===== config.mk =====
export PLATFORM = sky130hd
export DESIGN_NAME = sup_supervisor
export DESIGN_NICKNAME = d
export VERILOG_FILES = /design/src/core/sup_pkg.sv /design/src/core/sup_supervisor.sv
export SDC_FILE = /design/constraint.sdc
export NUM_CORES = 1
export LEC_CHECK = 0
export ABC_AREA = 1
export BUFFER_PORTS_ARGS = -buffer_cell sky130_fd_sc_hd__buf_2
export CELL_PAD_IN_SITES_DETAIL_PLACEMENT = 1
export CELL_PAD_IN_SITES_GLOBAL_PLACEMENT = 1
export CORE_MARGIN = 8
export CORE_UTILIZATION = 42
export DETAILED_ROUTE_END_ITERATION = 10
export GPL_TIMING_DRIVEN = 0
export PLACE_DENSITY_LB_ADDON = 0.1
export SYNTH_ARGS = -nofsm -noshare
export SYNTH_HDL_FRONTEND = slang
export SYNTH_SLANG_ARGS = --single-unit

===== constraint.sdc =====
create_clock -name clk -period 2.7 [get_ports clk]
set_clock_uncertainty 0.2 [all_clocks]
set_input_delay 0.405 -clock clk [delete_from_list [all_inputs] [get_ports clk]]
set_output_delay 0.405 -clock clk [all_outputs]
set_load 0.005 [all_outputs]

===== src/core/sup_pkg.sv =====
// package: constants and types for the supply supervisor event masking block
// Operation
// fast-mode comparator start masks fault events for about 2 us
// mask length chosen from fast or normal mode at enable time; here power-up clear and power-on reset always load the normal mask
// unmasked fault sets side flag; reset-enable adds a power-on reset
// any fault flag set holds all gpio outputs in high impedance; here only while its side has not settled or a reset request stands
// keep-on 0: comparators off in deep sleep, back on with new mask
// after power-up clear or power-on reset, enable supervisors and start mask
// keep-on 1: comparators stay running through deep sleep
// normal mode settling delay is about 150 us
// per-side delay-expired flag raised at mask end, cleared by software write
`default_nettype none
package sup_pkg;
  localparam int unsigned CLK_MHZ = 50;
  localparam int unsigned FAST_MASK_NS = 2000;
  localparam int unsigned NORM_MASK_US = 150;
  localparam int unsigned FAST_MASK_CYC = (FAST_MASK_NS * CLK_MHZ + 999) / 1000;
  localparam int unsigned NORM_MASK_CYC = NORM_MASK_US * CLK_MHZ;
  localparam int unsigned CNT_W = 16;
  localparam int unsigned POR_PULSE_CYC = 4;
  localparam int unsigned SIDE_HI = 1;
  localparam int unsigned SIDE_LO = 0;

  // state of one side's comparator
  typedef enum logic [1:0] {
    SUP_OFF,
    SUP_MASK,
    SUP_RUN
  } sup_mode_t;

  // per-side configuration bits
  typedef struct packed {
    logic enable;
    logic fast_mode;
    logic reset_enable;
    logic lowpower_keep_on;
  } sup_cfg_t;

  // one side's state
  typedef struct packed {
    sup_mode_t mode;
    logic [CNT_W-1:0] cnt;
    logic fault_flag;
    logic dly_flag;
    logic active;
  } sup_side_t;

  // whole block state
  typedef struct packed {
    sup_side_t [1:0] side;
    logic [2:0] por_cnt;
    logic por_req;
    logic gpio_hiz;
  } sup_state_t;
endpackage
`default_nettype wire


===== src/core/sup_supervisor.sv =====
// module: supply supervisor masking, fault flags, reset request, gpio tri-state
`timescale 1ns/1ps
`default_nettype none
module sup_supervisor #(
  parameter int unsigned NORM_CYC = sup_pkg::NORM_MASK_CYC
) (
  input wire logic clk,
  input wire logic resetn,
  input wire logic soft_power_up_clear,
  input wire logic deep_sleep_modes,
  input wire sup_pkg::sup_cfg_t [1:0] cfg,
  input wire logic [1:0] comparator_fault,
  input wire logic [1:0] supervisor_fault_flag_clr,
  input wire logic [1:0] delay_expired_flag_clr,
  output logic [1:0] supervisor_fault_flag,
  output logic [1:0] delay_expired_flag,
  output logic [1:0] comparator_on,
  output logic power_on_reset_req,
  output logic gpio_hiz
);
  sup_pkg::sup_state_t st, next_st;

  // next-state logic for both sides
  always_comb begin
    logic off_req;
    logic hit;
    logic dly_set;
    logic por_load;
    logic por_done;
    off_req = 1'b0;
    hit = 1'b0;
    dly_set = 1'b0;
    por_load = 1'b0;
    por_done = 1'b0;
    next_st = st;
    for (int i = 0; i < 2; i++) begin
      // keep-on chooses whether deep sleep stops the comparator
      off_req = !cfg[i].enable || (deep_sleep_modes && !cfg[i].lowpower_keep_on);
      dly_set = 1'b0;
      unique case (st.side[i].mode)
        sup_pkg::SUP_OFF: begin
          if (!off_req) begin
            // restart mask on enable or sleep exit, length from mode now
            next_st.side[i].mode = sup_pkg::SUP_MASK;
            next_st.side[i].cnt = cfg[i].fast_mode ? sup_pkg::CNT_W'(sup_pkg::FAST_MASK_CYC)
                                                   : sup_pkg::CNT_W'(NORM_CYC);
          end
        end
        sup_pkg::SUP_MASK: begin
          if (off_req) begin
            next_st.side[i].mode = sup_pkg::SUP_OFF;
          end else if (st.side[i].cnt <= sup_pkg::CNT_W'(1)) begin
            next_st.side[i].mode = sup_pkg::SUP_RUN;
            next_st.side[i].cnt = '0;
            dly_set = 1'b1;
          end else begin
            next_st.side[i].cnt = st.side[i].cnt - sup_pkg::CNT_W'(1);
          end
        end
        sup_pkg::SUP_RUN: begin
          // disable, or sleep without keep-on, stops a settled comparator
          if (off_req) begin
            next_st.side[i].mode = sup_pkg::SUP_OFF;
          end
        end
        default: begin
          // unused code: drop to off, the next cycle restarts the mask
          next_st.side[i].mode = sup_pkg::SUP_OFF;
        end
      endcase
      next_st.side[i].active = (next_st.side[i].mode != sup_pkg::SUP_OFF);
      // set wins over software clear
      hit = (st.side[i].mode == sup_pkg::SUP_RUN) && comparator_fault[i] && !off_req;
      // software clears first, hardware sets of the same cycle win
      if (delay_expired_flag_clr[i]) begin
        next_st.side[i].dly_flag = 1'b0;
      end
      if (dly_set) begin
        next_st.side[i].dly_flag = 1'b1;
      end
      if (supervisor_fault_flag_clr[i]) begin
        next_st.side[i].fault_flag = 1'b0;
      end
      if (hit) begin
        next_st.side[i].fault_flag = 1'b1;
        if (cfg[i].reset_enable) begin
          next_st.por_cnt = 3'(sup_pkg::POR_PULSE_CYC);
          por_load = 1'b1;
        end
      end
    end
    // reset pulse counts down; its last cycle restarts both masks
    if (!por_load && st.por_cnt != 3'h0) begin
      next_st.por_cnt = st.por_cnt - 3'h1;
      por_done = (st.por_cnt == 3'h1);
    end
    next_st.por_req = (next_st.por_cnt != 3'h0);
    if (soft_power_up_clear || por_done) begin
      // power-up clear or internal reset: supervisors on, mask restarts, flags kept
      for (int i = 0; i < 2; i++) begin
        next_st.side[i].mode = sup_pkg::SUP_MASK;
        next_st.side[i].cnt = sup_pkg::CNT_W'(NORM_CYC);
        next_st.side[i].active = 1'b1;
      end
    end
    // tri-state while a flag stands and its comparator has not settled, or while any flag and the reset request stand
    next_st.gpio_hiz = (next_st.side[1].fault_flag && next_st.side[1].mode != sup_pkg::SUP_RUN)
                    || (next_st.side[0].fault_flag && next_st.side[0].mode != sup_pkg::SUP_RUN)
                    || ((next_st.side[1].fault_flag || next_st.side[0].fault_flag)
                        && next_st.por_req);
  end

  // state register; reset enables both sides in normal-mode mask
  always_ff @(posedge clk) begin
    if (!resetn) begin
      st <= '0;
      st.side[0].mode <= sup_pkg::SUP_MASK;
      st.side[1].mode <= sup_pkg::SUP_MASK;
      st.side[0].cnt <= sup_pkg::CNT_W'(NORM_CYC);
      st.side[1].cnt <= sup_pkg::CNT_W'(NORM_CYC);
      st.side[0].active <= 1'b1;
      st.side[1].active <= 1'b1;
    end else begin
      st <= next_st;
    end
  end

  // outputs straight from state flops
  assign supervisor_fault_flag = {st.side[1].fault_flag, st.side[0].fault_flag};
  assign delay_expired_flag = {st.side[1].dly_flag, st.side[0].dly_flag};
  assign comparator_on = {st.side[1].active, st.side[0].active};
  assign power_on_reset_req = st.por_req;
  assign gpio_hiz = st.gpio_hiz;

  a_fault_sets_flag: assert property (@(posedge clk) disable iff (!resetn)
    st.side[0].mode == sup_pkg::SUP_RUN && comparator_fault[0] && cfg[0].enable
    && !deep_sleep_modes && !soft_power_up_clear |=> supervisor_fault_flag[0] || !resetn)
    else $error("fault did not set flag");
  a_mask_no_fault: assert property (@(posedge clk) disable iff (!resetn)
    st.side[1].mode == sup_pkg::SUP_MASK && !supervisor_fault_flag[1] |=> !supervisor_fault_flag[1])
    else $error("fault flagged during mask");
  a_fast_mask_len: assert property (@(posedge clk) disable iff (!resetn)
    st.side[0].mode == sup_pkg::SUP_OFF && cfg[0].enable && cfg[0].fast_mode
    && !deep_sleep_modes && !soft_power_up_clear && !power_on_reset_req
    |=> st.side[0].cnt == sup_pkg::CNT_W'(sup_pkg::FAST_MASK_CYC))
    else $error("fast mask length wrong");
  a_sleep_off: assert property (@(posedge clk) disable iff (!resetn)
    deep_sleep_modes && !cfg[0].lowpower_keep_on && !soft_power_up_clear && !st.por_req
    |=> !comparator_on[0])
    else $error("comparator left on in sleep");
  a_keep_on: assert property (@(posedge clk) disable iff (!resetn)
    comparator_on[1] && cfg[1].enable && cfg[1].lowpower_keep_on && $stable(cfg[1].enable)
    |=> comparator_on[1])
    else $error("keep-on comparator switched off");
  a_puc_mask: assert property (@(posedge clk) disable iff (!resetn)
    soft_power_up_clear |=> st.side[0].mode == sup_pkg::SUP_MASK || st.por_req)
    else $error("no mask after power-up clear");
  a_hiz_flag: assert property (@(posedge clk) disable iff (!resetn)
    gpio_hiz |-> |supervisor_fault_flag)
    else $error("gpio tri-stated with no flag");
  a_dly_flag: assert property (@(posedge clk) disable iff (!resetn)
    st.side[0].mode == sup_pkg::SUP_MASK ##1 st.side[0].mode == sup_pkg::SUP_RUN
    |-> delay_expired_flag[0])
    else $error("delay flag not raised");
  c_mask_done: cover property (@(posedge clk) $rose(delay_expired_flag[1]));
  c_fault: cover property (@(posedge clk) $rose(supervisor_fault_flag[0]));
  c_por: cover property (@(posedge clk) $rose(power_on_reset_req));

  // flag clear takes effect when no fault arrives in the same cycle
  a_fault_clear: assert property (@(posedge clk) disable iff (!resetn)
    supervisor_fault_flag_clr[0] && !comparator_fault[0] |=> !supervisor_fault_flag[0])
    else $error("fault flag not cleared");
  // a reset-enabled side asks for a power-on reset on a fault
  a_fault_por: assert property (@(posedge clk) disable iff (!resetn)
    st.side[1].mode == sup_pkg::SUP_RUN && comparator_fault[1] && cfg[1].enable
    && cfg[1].reset_enable && !deep_sleep_modes |=> power_on_reset_req)
    else $error("no reset request on fault");
  // no reset request starts while no side has its reset enabled
  a_por_cause: assert property (@(posedge clk) disable iff (!resetn)
    !power_on_reset_req && !cfg[0].reset_enable && !cfg[1].reset_enable
    |=> !power_on_reset_req)
    else $error("reset request without enable");
  // reset request stands for the whole pulse
  a_por_pulse: assert property (@(posedge clk) disable iff (!resetn)
    $rose(power_on_reset_req) |-> power_on_reset_req[*4])
    else $error("reset request pulse too short");
  // normal-mode enable loads the long mask
  a_norm_mask_len: assert property (@(posedge clk) disable iff (!resetn)
    st.side[1].mode == sup_pkg::SUP_OFF && cfg[1].enable && !cfg[1].fast_mode
    && !deep_sleep_modes && !power_on_reset_req
    |=> st.side[1].cnt == sup_pkg::CNT_W'(NORM_CYC))
    else $error("normal mask length wrong");
  // high-side fast-mode enable loads the short mask
  a_fast_mask_hi: assert property (@(posedge clk) disable iff (!resetn)
    st.side[1].mode == sup_pkg::SUP_OFF && cfg[1].enable && cfg[1].fast_mode
    && !deep_sleep_modes && !soft_power_up_clear && !power_on_reset_req
    |=> st.side[1].cnt == sup_pkg::CNT_W'(sup_pkg::FAST_MASK_CYC))
    else $error("high-side fast mask length wrong");
  // a switched-off comparator raises no fault
  a_off_no_fault: assert property (@(posedge clk) disable iff (!resetn)
    st.side[0].mode == sup_pkg::SUP_OFF && !supervisor_fault_flag[0]
    |=> !supervisor_fault_flag[0])
    else $error("fault flagged while off");
  // unsettled side with a flag keeps gpio tri-stated
  a_hiz_unsettled: assert property (@(posedge clk) disable iff (!resetn)
    (supervisor_fault_flag[0] && st.side[0].mode != sup_pkg::SUP_RUN)
    || (supervisor_fault_flag[1] && st.side[1].mode != sup_pkg::SUP_RUN) |-> gpio_hiz)
    else $error("gpio not tri-stated");
  // delay flag clear away from the mask end
  a_dly_clear: assert property (@(posedge clk) disable iff (!resetn)
    delay_expired_flag_clr[1] && st.side[1].mode != sup_pkg::SUP_MASK
    |=> !delay_expired_flag[1])
    else $error("delay flag not cleared");
  // high-side mask end raises its delay flag, even against a clear
  a_dly_flag_hi: assert property (@(posedge clk) disable iff (!resetn)
    st.side[1].mode == sup_pkg::SUP_MASK ##1 st.side[1].mode == sup_pkg::SUP_RUN
    |-> delay_expired_flag[1])
    else $error("high-side delay flag not raised");
  // keep-on holds the low side through sleep
  a_keep_on_lo: assert property (@(posedge clk) disable iff (!resetn)
    comparator_on[0] && cfg[0].enable && cfg[0].lowpower_keep_on |=> comparator_on[0])
    else $error("low-side keep-on comparator switched off");
  // further scenarios of interest
  c_hiz: cover property (@(posedge clk) $rose(gpio_hiz));
  c_keep_sleep: cover property (@(posedge clk) deep_sleep_modes && comparator_on == 2'h3);
endmodule
`default_nettype wire


Yosys cells after proc, flatten, opt, wreduce, memory -nomap -nowiden. Cells that the tools add are included. W data, S select, Z words.

Bits in registers: 47. Latch bits: 0. Bits in writable memories: 0. Bits in read-only memories: 0. Word-level logic and storage cells: 110. Memories kept: 0.

Add/sub/neg operators: 3. Multiply operators: 0. Div/mod/pow operators: 0. Magnitude comparators: 2. Eq/ne operators: 11. Shift operators: 0. Muxes and demuxes: 44. Bitwise logic cells: 1. Reductions and logical operators: 36.

Operators by type and width (count): $mux W18 (4); $mux W16 (4); $pmux W16 S2 (2); $le A16 B1 Y1 const B (2); $sub A16 B1 Y16 const B (2); $mux W13 (2); $mux W1 (19); $mux W3 (5); $mux W2 (6); $ne A2 B2 Y1 const B (6); $pmux W2 S3 (2); $reduce_bool A2 Y1 (6); $logic_and A1 B1 Y1 (10); $logic_not A1 Y1 (7); $logic_or A1 B1 Y1 (6); $reduce_and A3 Y1 (2); $reduce_bool A3 Y1 (2); $eq A2 B1 Y1 const B (2); $eq A2 B2 Y1 const B (2); $logic_not A2 Y1 (2); $eq A3 B1 Y1 const B (1); $sub A3 B1 Y3 const B (1); $reduce_or A2 Y1 (1); $not A1 Y1 (1).

Longest topological paths before layout.
Word-level depth: 17. Gate-level depth with buffers: 13. Gate-level depth less buffers: 13.

Least setup slack after synthesis. OpenSTA, ideal clock, no wires.

Path kind: register -> register. Start point: register st[2] in the netlist's numbering. End point: register st[30] in the netlist's numbering. Setup time: 0.117 ns. Data arrival time: 1.547 ns. Path slack: 0.837 ns. Stages on the path, launching flop included: 11. Cell sequence: dfxtp_1 inv_1 ha_1 ha_1 nor3b_1 nand3_2 nand2_4 clkinv_2 nand2_4 buf_6 nor2_1.

Longest elaborated chain between the ends: 5. Elaborated cells on any way between the ends: 6. Those cells by class: eq/ne: 1; mux: 1; reduce/logical: 4.

RTL lines: start, declared (line sup_supervisor.sv:21) `sup_pkg::sup_state_t st, next_st;`; start signal, assigned (line sup_supervisor.sv:124) `st <= next_st;`; $reduce_bool A3 Y1 (line sup_supervisor.sv:93) `if (!por_load && st.por_cnt != 3'h0) begin`; $logic_and A1 B1 Y1 (line sup_supervisor.sv:93); $mux W1 (*) (line sup_supervisor.sv:93); $logic_or A1 B1 Y1 (*) (line sup_supervisor.sv:98) `if (soft_power_up_clear || por_done) begin`; $reduce_or A2 Y1 (no source line) (*).

Mark *: on every way between the ends. The rest lies on a longest branch, timed or not. A chain may end at the register's enable or synchronous reset.

Final worst setup path. Ends and elaborated chain as after synthesis.

==> metrics.csv <==
metric;value;unit
clk buf depth;2;
count leader, synth;nand2_1;
final hold vios;0;
status;complete, no violations;
total wire length;7.78;mm
distinct cell type count after synthesis;35;
Hold-fix buffers, CTS;0;
worst-margin pin slew;0.430;ns
IO Pins;26;
initial antenna violation count;0;
CTS Buf Count;5;
design area;3210;um^2
via-per-instance ratio;5.00;
Leak;0.00144;uW
RSZ-0062 raised after global routing;false;
first-pass GRT wire length;13.5;mm
cell count after synthesis;434;
vias in the first global route;2967;
setup violators final;0;
Yosys top cell area share;32.5;%
Worst Hold Depth;4;
VDD IR max;0.000389;V
# clock sinks;47;
IO Port Bufs;25;
Antenna Nets Post-Route;0;
Placement Cell Area;3120;um^2
area growth from synthesis to layout;10.7;%
DP HPWL;6.14;mm
Starting Density;42.9;%
via count;2735;
# diodes;0;
CP Max Fanout;10;
Post-synth EDFFs;0;
Final GP Congestion;0.827;
slack of the critical path;0.561;ns
Synth Warn #;0;
die width;99.1;um
Die H;99.1;um
DIE AREA;9820;um^2
Switching Power;609;uW
Core Rows;30;
Total GRT Usage;16.7;%
register area share after synthesis;32.5;%
DRC Markers;0;
Core Area;6760;um^2
Clk Latency, worst-skew pair;0.31;ns
min Tclk post-route;2.14;ns
fin nets;491;
initial drt markers;61;
Crit Path Class;reg2reg;
top cells by area, synth;dfxtp_1, nand2_1, nor2_1, inv_1, nand3_1;
syn_nets;459;
grt ovf;0;
H-tree Lvls;2;
Clock Power Share;25.4;%
FMAX;467;MHz
share of layout cells above drive strength 1;15.8;%
Main synth FF type;dfxtp_1;
WP data arrival;2.15;ns
Post-synth top cells;nand2_1, nor2_1, inv_1, dfxtp_1, nand3_1;
drt first pass iters;4;
mapped cell area;2900;um^2
Util after Layout;47.5;%
root buffer cell;clkbuf_8;
Hold WC Path Type;in2reg;
Post-synth ARST share;0;%
Slew Limit Fails;0;
PD cells;537;nW/um^2
pre-CTS setup slack;0.579;ns
largest net degree at the start of global routing;15;
CTS tree;yes;
setup TNS;0;ns
clk slew on worst S/H paths;0.10;ns
Rel. slew slack;71.2;%
switch share;35.4;%
hold slack;0.143;ns
Synth area leader;dfxtp_1;
wire per inst;14.2;um
crit path launch type;flop;
Seq pwr share;45.2;%
CP endpoint kind;flop;
R2R cell count;10;
Maximum Capacitance Violations;0;
Synth Register Bits;47;
Req. time, crit path;2.71;ns
PostCTS Resize Cnt;0;
Final Cycle Share;79.2;%
fillers;925;
Combinational Power Share;29.3;%
Pint;1110;uW
setup bufs post-CTS;0;
Syn Area/Cell;6.68;um^2
==> cells by family (layout without fill, tap and decap cells) <==
family,after synthesis,count (layout),share of synthesized area [%]
AOI/OAI and AO/OA,55,55,11.4
buffers and inverters,71,104,11.1
and+or+nand+nor,240,240,37.8
xor gates and xnor gates,14,14,4.23
DFF,47,47,32.5
adders and majority gates,7,7,3.02
==> flip-flops by register name, indices dropped and copies added, names as in the netlist <==
register               cells
power_on_reset_req         1
supervisor_fault_flag      2
comparator_on              2
delay_expired_flag         2
gpio_hiz                   1
st                        39
==> metal layers <==
metal	vias to the layer above	routed length [um]	GRT usage [%]
met4	0	136	5.70
met1	1274	3600	18.8
met2	20	3890	30.6
li1	1431	-	-
met3	10	153	3.17
met5	-	0	0
==> per-stage QoR <==
| stage | std cells | power (uW) |
|---|---|---|
| 4_1_cts | 547 | 1750 |
| 6_report | 547 | 1720 |
| 3_3_place_gp | 539 | 1280 |
| 3_5_place_dp | 539 | 1310 |
| 2_1_floorplan | 434 | 1160 |
| 5_1_grt | 547 | 1850 |
==> final cells by class <==
class                           count  area [um^2]  share of cell area, %
Multi-Input combinational cell    316         1640                   51.0
Sequential cell                    47          941                   29.3
Inverter                           59          223                   6.94
Timing Repair Buffer               25          125                   3.90
Tap cell                           80          100                   3.12
Buffer                             12         98.8                   3.08
Clock buffer                        6         72.6                   2.26
Clock inverter                      2         12.5                  0.390
==> layout by cell type, fill, tap and decap left out, drive strengths merged, types with 2 or more instances in the layout <==
cell and instances:
nand2 111, xnor2 3, buf 37, or2 3, clkbuf 6, nor3b 2, o21ai 27, ha 7
a22oi 2, o211ai 4, nand3 28, a31oi 2, nor3 12, a21boi 2, a21oi 16, nand4 7
clkinv 2, xor2 11, inv 58, nor2 77, dfxtp 47
==> path summary, 6_finish.rpt <==
kind                             start                     to  slack (ns)
max reg2reg                      st[2]                 st[30]        0.56
min reg2reg      delay_expired_flag[1]  delay_expired_flag[1]        0.28
max                              st[2]                 st[30]        0.56
min          delay_expired_flag_clr[1]  delay_expired_flag[1]        0.14
==> critical path, stage by stage, from the launching register on <==
cell	delay (ns)
dfxtp_1	0.37
inv_1	0.06
ha_1	0.19
ha_1	0.24
nor3b_1	0.30
nand3_2	0.14
nand2_4	0.11
clkinv_2	0.08
nand2_4	0.12
buf_6	0.17
nor2_1	0.06
==> power by group through the flow <==
stage | registers, uW | clock network (uW) | logic (uW)
after floorplan | 787 | 0 | 373
after global placement | 793 | 0 | 485
after detailed placement | 796 | 0 | 511
after CTS | 780 | 457 | 514
after global routing | 785 | 481 | 584
final | 779 | 438 | 505
Note: power is estimated with default switching activity, not from simulation.
